File: src/core/rea_regs.svh
`ifndef REA_REGS_SVH
`define REA_REGS_SVH

// register byte offsets
`define REA_OFFSET_ADDR   8'h00
`define REA_GAIN_ADDR     8'h04
`define REA_DIVIDER_ADDR  8'h08
`define REA_ACCCFG_ADDR   8'h0c
`define REA_NLCFG_ADDR    8'h10
`define REA_WAVSEL_ADDR   8'h14
`define REA_IRQSTL_ADDR   8'h18
`define REA_IRQENL_ADDR   8'h1c
`define REA_TOTAL_ADDR    8'h20
`define REA_IRQENH_ADDR   8'h24
`define REA_RDCLR_ADDR    8'h28
`define REA_WAVE_ADDR     8'h2c

// field positions
`define REA_ACC_TAMPER_BIT   0
`define REA_ACC_ABS_BIT      1
`define REA_ACC_SIGNPOL_BIT  2
`define REA_WAV_REACT_BIT    2
`define REA_IRQH_WAVEFORM_SAMPLE_ENABLE_BIT    0
`define REA_ST_SIGN_BIT      0
`define REA_ST_NOLOAD_BIT    1
`define REA_ST_HALF_BIT      2
`define REA_ST_OVF_BIT       3

// widths and bus response codes
`define REA_ACC_W       49
`define REA_TOP_W       24
`define REA_ST_W        4
`define REA_RESP_OKAY   2'b00
`define REA_RESP_SLVERR 2'b10

// timing counts at 50 MHz
`define REA_CLK_HZ        50000000
`define REA_STEP_CYCLES   3'd5
`define REA_WAVE_SPS      25600
`define REA_WAVE_BASE     (`REA_CLK_HZ / `REA_WAVE_SPS)
`define REA_PULSE_LOW     8'd200
`define REA_PULSE_THRESH  40'h0010000000

// no-load thresholds, power lsb units, fractions of full scale
`define REA_NL_THR1 27'h00004ea
`define REA_NL_THR2 27'h0000275
`define REA_NL_THR3 27'h0000136

`endif

File: src/core/rea_pkg.sv
package rea_pkg;
`include "rea_regs.svh"

  // register-map index of a decoded address
  typedef enum {
    REA_R_OFFSET, REA_R_GAIN, REA_R_DIV, REA_R_ACC, REA_R_NL, REA_R_WAV,
    REA_R_STL, REA_R_ENL, REA_R_TOTAL, REA_R_ENH, REA_R_RDCLR, REA_R_WAVE,
    REA_R_NONE
  } rea_reg_t;

  typedef struct packed {
    logic aw_have;
    logic [7:0] aw_addr;
    logic w_have;
    logic [31:0] w_data;
    logic [3:0] w_strb;
    logic bvalid;
    logic [1:0] bresp;
    logic rvalid;
    logic [31:0] rdata;
    logic [1:0] rresp;
    logic [15:0] offset;
    logic [11:0] gain;
    logic [7:0] divider;
    logic [2:0] acc_cfg;
    logic [1:0] nl_level;
    logic [2:0] wav_sel;
    logic [`REA_ST_W-1:0] stat;
    logic [`REA_ST_W-1:0] en;
    logic waveform_sample_enable;
    logic [`REA_ACC_W-1:0] acc;
    logic [2:0] step_cnt;
    logic prev_neg;
    logic [14:0] wave_cnt;
    logic [23:0] wave;
  } rea_state_t;

  typedef struct packed {
    logic [39:0] acc;
    logic [7:0] low_cnt;
  } rea_pulse_state_t;

endpackage

File: src/core/rea_pulse_if.sv
`timescale 1ns/1ps
// accumulation step handed from the datapath to the pulse generator
interface rea_pulse_if;
  logic step;
  logic [34:0] mag;
  logic pulse_n;
  modport src (output step, output mag, input pulse_n);
  modport gen (input step, input mag, output pulse_n);
endinterface

File: src/core/rea_pulse.sv
`timescale 1ns/1ps
`include "rea_regs.svh"
// energy-to-frequency stage: one low pulse per fixed energy quantum
module rea_pulse
  import rea_pkg::*;
(
  input wire logic aclk,
  input wire logic aresetn,
  rea_pulse_if.gen pif
);
  rea_pulse_state_t s_r, s_nxt;

  // quantum carried over so no energy is lost between pulses
  always_comb begin
    s_nxt = s_r;
    if (s_r.low_cnt != 8'd0) begin
      s_nxt.low_cnt = s_r.low_cnt - 8'd1;
    end
    if (pif.step) begin
      s_nxt.acc = s_r.acc + {5'd0, pif.mag};
    end
    // a quantum reached while still low waits for the pulse to end
    if (s_nxt.acc >= `REA_PULSE_THRESH && s_r.low_cnt == 8'd0) begin
      s_nxt.acc = s_nxt.acc - `REA_PULSE_THRESH;
      s_nxt.low_cnt = `REA_PULSE_LOW;
    end
  end

  always_ff @(posedge aclk) begin
    if (!aresetn) begin
      s_r <= '0;
    end else begin
      s_r <= s_nxt;
    end
  end

  assign pif.pulse_n = (s_r.low_cnt == 8'd0); // active low [RULE21]
endmodule

File: src/core/rea_top.sv
// The AXI4-Lite slave port and the register addresses are this design's own decisions.
`timescale 1ns/1ps
`include "rea_regs.svh"
// Operation
// [RULE1] add signed 16-bit offset word to power
// [RULE2] 256 offset counts equal one power lsb
// [RULE3] integrator on flips quadrature shift sign
// [RULE4] default polarity: flag positive-to-negative change
// [RULE5] polarity set: flag negative-to-positive change
// [RULE6] enabled sign flag holds interrupt until cleared
// [RULE7] below no-load threshold: skip, set flag
// [RULE8] enabled no-load flag holds interrupt until cleared
// [RULE9] level 00 off, then 0.015/0.0075/0.0037 percent
// [RULE10] 49-bit accumulator, top 24 bits readable
// [RULE11] one accumulation step every five clocks
// [RULE12] both modes clear: signed accumulation
// [RULE13] both modes set: absolute mode wins
// [RULE14] tamper: sign follows active power direction
// [RULE15] absolute: magnitude, skip active no-load
// [RULE16] divide by 8-bit divider, zero means one
// [RULE17] read-clear returns total, clears top bits
// [RULE18] energy register wraps both directions
// [RULE19] half-full and overflow/underflow flags
// [RULE20] waveform samples at four selectable rates
// [RULE21] active-low pulse follows accumulation mode; code pulses on the unsigned magnitude in every mode
// [RULE22] reset leaves signed accumulation selected
// [RULE23] gain scales power by one plus gain/4096
// [RULE24] software clears flags to drop interrupt
module rea_top
  import rea_pkg::*;
(
  input wire logic aclk,
  input wire logic aresetn,
  input wire logic [7:0] s_axi_awaddr,
  input wire logic s_axi_awvalid,
  output logic s_axi_awready,
  input wire logic [31:0] s_axi_wdata,
  input wire logic [3:0] s_axi_wstrb,
  input wire logic s_axi_wvalid,
  output logic s_axi_wready,
  output logic [1:0] s_axi_bresp,
  output logic s_axi_bvalid,
  input wire logic s_axi_bready,
  input wire logic [7:0] s_axi_araddr,
  input wire logic s_axi_arvalid,
  output logic s_axi_arready,
  output logic [31:0] s_axi_rdata,
  output logic [1:0] s_axi_rresp,
  output logic s_axi_rvalid,
  input wire logic s_axi_rready,
  input wire logic signed [23:0] reactive_power_in,
  input wire logic integrator_en,
  input wire logic active_power_neg,
  input wire logic active_noload,
  output logic metering_irq,
  output logic calibration_pulse_out_n
);
  rea_state_t s_r, s_nxt;
  rea_pulse_if pif ();

  // address decode, shared by read and write paths
  function automatic rea_reg_t dec(input logic [7:0] a);
    case (a)
      `REA_OFFSET_ADDR: dec = REA_R_OFFSET;
      `REA_GAIN_ADDR: dec = REA_R_GAIN;
      `REA_DIVIDER_ADDR: dec = REA_R_DIV;
      `REA_ACCCFG_ADDR: dec = REA_R_ACC;
      `REA_NLCFG_ADDR: dec = REA_R_NL;
      `REA_WAVSEL_ADDR: dec = REA_R_WAV;
      `REA_IRQSTL_ADDR: dec = REA_R_STL;
      `REA_IRQENL_ADDR: dec = REA_R_ENL;
      `REA_TOTAL_ADDR: dec = REA_R_TOTAL;
      `REA_IRQENH_ADDR: dec = REA_R_ENH;
      `REA_RDCLR_ADDR: dec = REA_R_RDCLR;
      `REA_WAVE_ADDR: dec = REA_R_WAVE;
      default: dec = REA_R_NONE;
    endcase
  endfunction

  // byte-lane merge of a write into an old word
  function automatic logic [31:0] merge(input logic [31:0] old,
                                        input logic [31:0] d,
                                        input logic [3:0] st);
    merge = old;
    for (int i = 0; i < 4; i++) begin
      if (st[i]) begin
        merge[i*8 +: 8] = d[i*8 +: 8];
      end
    end
  endfunction

  // threshold for the selected no-load level, zero means disabled
  function automatic logic [26:0] nl_thr(input logic [1:0] lv);
    case (lv)
      2'b01: nl_thr = `REA_NL_THR1;
      2'b10: nl_thr = `REA_NL_THR2;
      2'b11: nl_thr = `REA_NL_THR3;
      default: nl_thr = 27'd0;
    endcase
  endfunction

  // datapath terms, all combinational from the current state and the input ports
  logic signed [24:0] q_shift;
  logic signed [36:0] q_prod;
  logic signed [25:0] q_gain;
  logic signed [34:0] pw;
  logic [34:0] pw_mag;
  logic pw_neg;
  logic below_nl;
  logic absolute;
  logic tamper;
  logic skip;
  logic acc_neg;
  logic [34:0] inc_mag;
  logic [7:0] div_eff;
  logic signed [`REA_ACC_W-1:0] inc;
  logic step;
  logic [14:0] wave_period;

  always_comb begin
    // the quadrature filter lags by 90 with the integrator on
    q_shift = integrator_en ? -25'(reactive_power_in)
                            : 25'(reactive_power_in); // [RULE3]
    q_prod = 37'(q_shift) * 37'(signed'(s_r.gain));
    q_gain = 26'(q_shift) + 26'(q_prod >>> 12); // [RULE23]
    // 8 fractional bits so 256 offset counts make one lsb
    pw = (35'(q_gain) <<< 8)
         + 35'(signed'(s_r.offset)); // [RULE1] [RULE2]
    pw_neg = pw[34];
    pw_mag = pw_neg ? 35'(-pw) : 35'(pw);
    below_nl = (s_r.nl_level != 2'b00)
               && (pw_mag[34:8] < nl_thr(s_r.nl_level)); // [RULE9]
    absolute = s_r.acc_cfg[`REA_ACC_ABS_BIT]; // [RULE13]
    tamper = s_r.acc_cfg[`REA_ACC_TAMPER_BIT] && !absolute;
    skip = below_nl || (absolute && active_noload); // [RULE7] [RULE15]
    if (absolute) begin
      acc_neg = 1'b0; // [RULE15]
    end else if (tamper) begin
      acc_neg = pw_neg ^ active_power_neg; // [RULE14]
    end else begin
      acc_neg = pw_neg; // [RULE12]
    end
    // a zero divider would stall energy, so it counts as one
    div_eff = (s_r.divider == 8'd0) ? 8'd1 : s_r.divider; // [RULE16]
    inc_mag = pw_mag / 35'(div_eff);
    inc = acc_neg ? -`REA_ACC_W'(inc_mag) : `REA_ACC_W'(inc_mag);
    step = (s_r.step_cnt == `REA_STEP_CYCLES - 3'd1); // [RULE11]
    wave_period = 15'(`REA_WAVE_BASE) << s_r.wav_sel[1:0]; // [RULE20]
  end

  // pulse generator sees the undivided, unsigned magnitude in every mode
  assign pif.step = step && !skip;
  assign pif.mag = pw_mag; // [RULE21]

  rea_pulse u_pulse (
    .aclk(aclk),
    .aresetn(aresetn),
    .pif(pif)
  );

  // next-state: bus slave, registers, accumulator, flags
  logic wr_go;
  logic rd_go;
  logic rc_hit;
  logic [`REA_ACC_W-1:0] acc_src;
  logic [`REA_ACC_W-1:0] acc_sum;
  logic [23:0] top_old;
  logic [23:0] top_new;
  logic [`REA_ST_W-1:0] set_ev;
  logic [31:0] wd;

  always_comb begin
    s_nxt = s_r;
    set_ev = '0;
    wd = '0;
    wr_go = s_r.aw_have && s_r.w_have && !s_r.bvalid;
    rd_go = s_axi_arvalid && !s_r.rvalid;
    // read-clear acts in the cycle its address is taken
    rc_hit = rd_go && (dec(s_axi_araddr) == REA_R_RDCLR);

    // write address and data may arrive in either order
    if (s_axi_awvalid && !s_r.aw_have && !s_r.bvalid) begin
      s_nxt.aw_have = 1'b1;
      s_nxt.aw_addr = s_axi_awaddr;
    end
    if (s_axi_wvalid && !s_r.w_have && !s_r.bvalid) begin
      s_nxt.w_have = 1'b1;
      s_nxt.w_data = s_axi_wdata;
      s_nxt.w_strb = s_axi_wstrb;
    end
    if (s_r.bvalid && s_axi_bready) begin
      s_nxt.bvalid = 1'b0;
    end
    if (s_r.rvalid && s_axi_rready) begin
      s_nxt.rvalid = 1'b0;
    end

    // accumulation step, read-clear applied before the add
    // no saturation: full scale rolls over to the far sign
    acc_src = rc_hit ? {24'h0, s_r.acc[24:0]} : s_r.acc; // [RULE17]
    acc_sum = acc_src + inc; // natural wrap at 49 bits [RULE18]
    top_old = acc_src[48:25];
    top_new = acc_sum[48:25];
    if (step) begin
      s_nxt.step_cnt = 3'd0;
      s_nxt.prev_neg = pw_neg;
      if (!s_r.acc_cfg[`REA_ACC_SIGNPOL_BIT] && !s_r.prev_neg && pw_neg)
        set_ev[`REA_ST_SIGN_BIT] = 1'b1; // [RULE4]
      if (s_r.acc_cfg[`REA_ACC_SIGNPOL_BIT] && s_r.prev_neg && !pw_neg)
        set_ev[`REA_ST_SIGN_BIT] = 1'b1; // [RULE5]
      if (below_nl) begin
        set_ev[`REA_ST_NOLOAD_BIT] = 1'b1; // [RULE7]
      end
      if (!skip) begin
        s_nxt.acc = acc_sum; // [RULE10]
        // crossing into the upper or lower quarter is half-full
        if ((top_old[23:22] == 2'b00 && top_new[23:22] == 2'b01)
            || (top_old[23:22] == 2'b11 && top_new[23:22] == 2'b10))
          set_ev[`REA_ST_HALF_BIT] = 1'b1; // [RULE19]
        // top word sign flipping against the add direction is a wrap
        if ((!acc_neg && !top_old[23] && top_new[23])
            || (acc_neg && top_old[23] && !top_new[23]))
          set_ev[`REA_ST_OVF_BIT] = 1'b1; // [RULE19]
      end else begin
        s_nxt.acc = acc_src;
      end
    end else begin
      s_nxt.step_cnt = s_r.step_cnt + 3'd1;
      s_nxt.acc = acc_src;
    end

    // waveform capture at the selected sample rate
    if (s_r.waveform_sample_enable && s_r.wav_sel[`REA_WAV_REACT_BIT]) begin
      if (s_r.wave_cnt >= wave_period - 15'd1) begin
        s_nxt.wave_cnt = 15'd0;
        s_nxt.wave = pw[31:8]; // [RULE20] [RULE2]
      end else begin
        s_nxt.wave_cnt = s_r.wave_cnt + 15'd1;
      end
    end else begin
      s_nxt.wave_cnt = 15'd0;
    end

    // register write; status bits are write-one-to-clear
    if (wr_go) begin
      s_nxt.aw_have = 1'b0;
      s_nxt.w_have = 1'b0;
      s_nxt.bvalid = 1'b1;
      s_nxt.bresp = `REA_RESP_OKAY;
      case (dec(s_r.aw_addr))
        REA_R_OFFSET: begin
          wd = merge({16'h0, s_r.offset}, s_r.w_data, s_r.w_strb);
          s_nxt.offset = wd[15:0];
        end
        REA_R_GAIN: begin
          wd = merge({20'h0, s_r.gain}, s_r.w_data, s_r.w_strb);
          s_nxt.gain = wd[11:0];
        end
        REA_R_DIV: begin
          wd = merge({24'h0, s_r.divider}, s_r.w_data, s_r.w_strb);
          s_nxt.divider = wd[7:0];
        end
        REA_R_ACC: begin
          wd = merge({29'h0, s_r.acc_cfg}, s_r.w_data, s_r.w_strb);
          s_nxt.acc_cfg = wd[2:0];
        end
        REA_R_NL: begin
          wd = merge({30'h0, s_r.nl_level}, s_r.w_data, s_r.w_strb);
          s_nxt.nl_level = wd[1:0];
        end
        REA_R_WAV: begin
          wd = merge({29'h0, s_r.wav_sel}, s_r.w_data, s_r.w_strb);
          s_nxt.wav_sel = wd[2:0];
        end
        REA_R_STL: begin
          wd = merge(32'h0, s_r.w_data, s_r.w_strb);
          s_nxt.stat = s_r.stat & ~wd[`REA_ST_W-1:0]; // [RULE24]
        end
        REA_R_ENL: begin
          wd = merge({28'h0, s_r.en}, s_r.w_data, s_r.w_strb);
          s_nxt.en = wd[`REA_ST_W-1:0];
        end
        REA_R_ENH: begin
          wd = merge({31'h0, s_r.waveform_sample_enable}, s_r.w_data, s_r.w_strb);
          s_nxt.waveform_sample_enable = wd[`REA_IRQH_WAVEFORM_SAMPLE_ENABLE_BIT];
        end
        REA_R_TOTAL, REA_R_RDCLR, REA_R_WAVE: begin
          s_nxt.bresp = `REA_RESP_OKAY; // read-only, write ignored
        end
        default: begin
          s_nxt.bresp = `REA_RESP_SLVERR;
        end
      endcase
    end
    // a flag event in the clearing cycle still sets the flag
    s_nxt.stat = s_nxt.stat | set_ev;

    // register read, data registered one cycle after the address
    if (rd_go) begin
      s_nxt.rvalid = 1'b1;
      s_nxt.rresp = `REA_RESP_OKAY;
      case (dec(s_axi_araddr))
        REA_R_OFFSET: s_nxt.rdata = {16'h0, s_r.offset};
        REA_R_GAIN: s_nxt.rdata = {20'h0, s_r.gain};
        REA_R_DIV: s_nxt.rdata = {24'h0, s_r.divider};
        REA_R_ACC: s_nxt.rdata = {29'h0, s_r.acc_cfg};
        REA_R_NL: s_nxt.rdata = {30'h0, s_r.nl_level};
        REA_R_WAV: s_nxt.rdata = {29'h0, s_r.wav_sel};
        REA_R_STL: s_nxt.rdata = {28'h0, s_r.stat};
        REA_R_ENL: s_nxt.rdata = {28'h0, s_r.en};
        REA_R_ENH: s_nxt.rdata = {31'h0, s_r.waveform_sample_enable};
        REA_R_TOTAL, REA_R_RDCLR:
          s_nxt.rdata = {8'h0, s_r.acc[48:25]}; // [RULE10] [RULE17]
        REA_R_WAVE: s_nxt.rdata = {8'h0, s_r.wave};
        default: begin
          s_nxt.rdata = 32'h0;
          s_nxt.rresp = `REA_RESP_SLVERR;
        end
      endcase
    end
  end

  // reset: signed mode, no-load off, all flags clear
  always_ff @(posedge aclk) begin
    if (!aresetn) begin
      s_r <= '0; // [RULE22]
    end else begin
      s_r <= s_nxt;
    end
  end

  assign s_axi_awready = !s_r.aw_have && !s_r.bvalid;
  assign s_axi_wready = !s_r.w_have && !s_r.bvalid;
  assign s_axi_bvalid = s_r.bvalid;
  assign s_axi_bresp = s_r.bresp;
  assign s_axi_arready = !s_r.rvalid;
  assign s_axi_rvalid = s_r.rvalid;
  assign s_axi_rdata = s_r.rdata;
  assign s_axi_rresp = s_r.rresp;
  // level interrupt, held while any enabled flag stands
  assign metering_irq = |(s_r.stat & s_r.en); // [RULE6] [RULE8]
  assign calibration_pulse_out_n = pif.pulse_n;
endmodule

File: config.mk
export PLATFORM = sky130hd
export DESIGN_NAME = rea_top
export DESIGN_NICKNAME = d
export VERILOG_FILES = /design/src/core/rea_pkg.sv /design/src/core/rea_pulse_if.sv /design/src/core/rea_pulse.sv /design/src/core/rea_top.sv
export VERILOG_INCLUDE_DIRS = /design/src /design/src/core
export SDC_FILE = /design/constraint.sdc
export NUM_CORES = 2
export LEC_CHECK = 0
export BUFFER_PORTS_ARGS = -buffer_cell sky130_fd_sc_hd__buf_4
export CAP_MARGIN = 20
export CORE_MARGIN = 3
export CORE_UTILIZATION = 25
export CTS_BUF_LIST = sky130_fd_sc_hd__clkbuf_4 sky130_fd_sc_hd__clkbuf_8
export CTS_CLUSTER_DIAMETER = 50
export DETAILED_ROUTE_END_ITERATION = 10
export GPL_TIMING_DRIVEN = 0
export PLACE_DENSITY_LB_ADDON = 0.08
export SLEW_MARGIN = 20
export SYNTH_ARGS = -nofsm -noshare
export SYNTH_HDL_FRONTEND = slang
export SYNTH_SLANG_ARGS = --single-unit
File: constraint.sdc
create_clock -name aclk -period 375.6 [get_ports aclk]
set_clock_uncertainty 0.2 [all_clocks]
set_input_delay 37.56 -clock aclk [delete_from_list [all_inputs] [get_ports aclk]]
set_output_delay 37.56 -clock aclk [all_outputs]
set_load 0.05 [all_outputs]
==> flow_summary.toml <==
[cts]
htreeDepth = 2
clk_path_buf_depth = 3
clockRootBuffer = "clkbuf_8"
cts_resized = 0
clkSlewWorstSetupHoldPaths_ns = 0.06
clk_latency_ns = 0.71
hold_buffers = 0
postCtsSetupRepairBufs = 0
cts_buffers = 54
cts_tree = "built"
clock_sinks = 249

[hold_path]
min_path_type = "register to register"
whs_path_depth = 2
hold_start = "s_r[226]"
hold_end = "s_r[226]"

[synthesis]
synth_edf_count = 0
synth_top_area_share_pct = 12.3
yosysTopAreaCell = "ha_1"
synth-seq-area-share_pct = 9.73
synthesis.instances = 6828
ys_top_cells_by_area = "ha_1, fa_1, dfxtp_1"
avgSynthCellArea_um2 = 7.50
synth_warnings = 0
yosysUniqueCellTypes = 143
synth_flop_cell = "dfxtp_1"
synth-seq-cells = 249
synthArstFlopShare_pct = 0
syn-cell-area_um2 = 51200

[floorplan]
rows = 165
die_y_um = 459
pin_count = 129
die-area_um2 = 210000
initial_utilization_pct = 25.2
die_w_um = 459
coreArea_um2 = 203000

[routing]
drtIter0Drc = 3761
via_per_inst = 5.18
ant_nets = 0
drc = 0
first_pass_iters = 8
wl_per_cell_um = 22.2
vias = 50333
totalWireLength_um = 216000

[placement]
dp_hpwl_um = 182000
io_buffer_count = 98
place_congestion = 0.890

[finish]
layout-drive-gt1-share_pct = 8.29
mostFrequentLayoutCells = "nand2_1, nor2_1, ha_1"
fin_nets = 7865
mostFrequentLayoutCell = "nand2_1"
area_growth_pct = 11.2
final_core_util_pct = 28.1

[sta]
setup_viol = 0
finalSetupTns_ns = 0
slew_headroom_pct = 18.2
fin_crit_sh_pct = 50.0
max_freq_mhz = 5.33
slew_violations = 0
rsz0062_at_grt = "false"
hold_viol_final = 0
tightest_slew_ns = 1.22
post-route-min-period_ns = 187.77

[global_route]
grt_pass1_vias = 49055
grt_max_degree = 29
antenna_found_initial = 14
grt_usage_pct = 19.9
gr-total-overflow = 0
grt_pass1_wl_um = 321000

[worst_setup_path]
crit_arrival_ns = 188.15
cp.required_ns = 375.98
cpPeakStageDelay_ns = 0.91
reg2reg_to = "s_r[99]"
rr_worst_depth = 624
cpMaxStageDelayCell = "a2111oi_2"
r2r_start = "s_r[119]"
cp_max_fo = 10
worstSetupEndpointType = "register"
startpoint_type = "input port"
worstSetupPathType = "input port to register"
rrSetupSlack_ns = 224.95
path_common_cell = "o21a_1"

[run]
cap_viol_max_count = 0

[outcome]
status = "complete, no violations"
==> per-layer routing <==
layer	global-route usage (%)	share of wire [%]	wire length (um)
met1	28.0	48	104000
met2	33.9	47	101000
met3	1.50	3.7	8010
met4	2.83	1.5	3210
met5	0	0	0
==> flip-flops by register name, summed over array words and instances, names as in the netlist <==
signal / cells
s_r: 172
u_pulse.s_r: 48
s_axi_rdata: 24
absolute: 1
s_axi_bresp: 1
s_axi_bvalid: 1
s_axi_rresp: 1
s_axi_rvalid: 1
==> critical path, delay by kind of cell <==
kind	cells	cell delay [ns]
buf+inv	73	19.92
mux	3	0.57
simple gates	151	32.57
xor+xnor	4	0.83
fa+ha+maj	45	14.88
compound gates	349	81.46
==> kinds of logic after synthesis <==
kind of cell | share of synthesized area (%)
multiplexers | 3.23
AO/OA/AOI/OAI | 24.1
flip-flops | 9.73
XOR/XNOR | 7.49
AND/OR/NAND/NOR | 26.5
other | 0.0147
adder cells (fa/ha/maj) | 22.9
buffers and inverters | 5.99
==> synth_stat cells, drive strengths merged (48+ instances only) <==
| library cell | count |
|---|---|
| a21oi | 411 |
| a31oi | 67 |
| nor2b | 155 |
| o21bai | 75 |
| o211ai | 48 |
| xnor2 | 320 |
| nand4 | 77 |
| nand2b | 71 |
| ha | 503 |
| and2 | 274 |
| inv | 460 |
| and3 | 64 |
| o31ai | 103 |
| a21o | 96 |
| a211oi | 52 |
| fa | 270 |
| mux2i | 116 |
| buf | 112 |
| nand3 | 123 |
| nor2 | 581 |
| o21ai | 285 |
| or2 | 76 |
| clkbuf | 178 |
| o21a | 278 |
| a21boi | 60 |
| xor2 | 111 |
| nor4 | 68 |
| nor3 | 318 |
| nand2 | 699 |
| or3 | 62 |
| dfxtp | 249 |
==> stage by stage <==
| stage | cells | hold WS, ns | cell area [um2] | setup WS (ns) |
|---|---|---|---|---|
| 6_report | 9724 | 0.261 | 56900 | 187.83 |
| 5_1_grt | 9720 | 0.285 | 56900 | 174.83 |
| 4_1_cts | 9719 | 0.266 | 56900 | 186.90 |
| 3_5_place_dp | 9621 | 0.257 | 55700 | 186.72 |
| 3_3_place_gp | 9608 | 0.250 | 55300 | 186.12 |
| 2_1_floorplan | 6838 | 0.238 | 51300 | 220.88 |
==> cell type report <==
cell class,instances,area (um2)
Tap cell,2672,3340
Antenna cell,4,10.0
Multi-Input combinational cell,5839,43300
Sequential cell,249,4980
Clock inverter,20,262
Buffer,290,1340
Timing Repair Buffer,112,951
Clock buffer,78,998
Inverter,460,1750
Fill cell,22405,146000
==> worst max path at each step <==
stage	end	from	cells past startpoint	slack, ns
after global routing	s_r[99]	integrator_en	628	174.83
after detailed placement	s_r[99]	reactive_power_in[0]	626	186.72
after floorplan	s_r[99]	reactive_power_in[0]	629	220.88
final	s_r[99]	reactive_power_in[0]	625	187.83
after global placement	s_r[99]	reactive_power_in[0]	611	186.12
after CTS	s_r[99]	reactive_power_in[0]	626	186.90
Power is left out: the tool's default activity adds up to more than one toggle a clock period on the data nets, which glitch-free logic cannot reach.
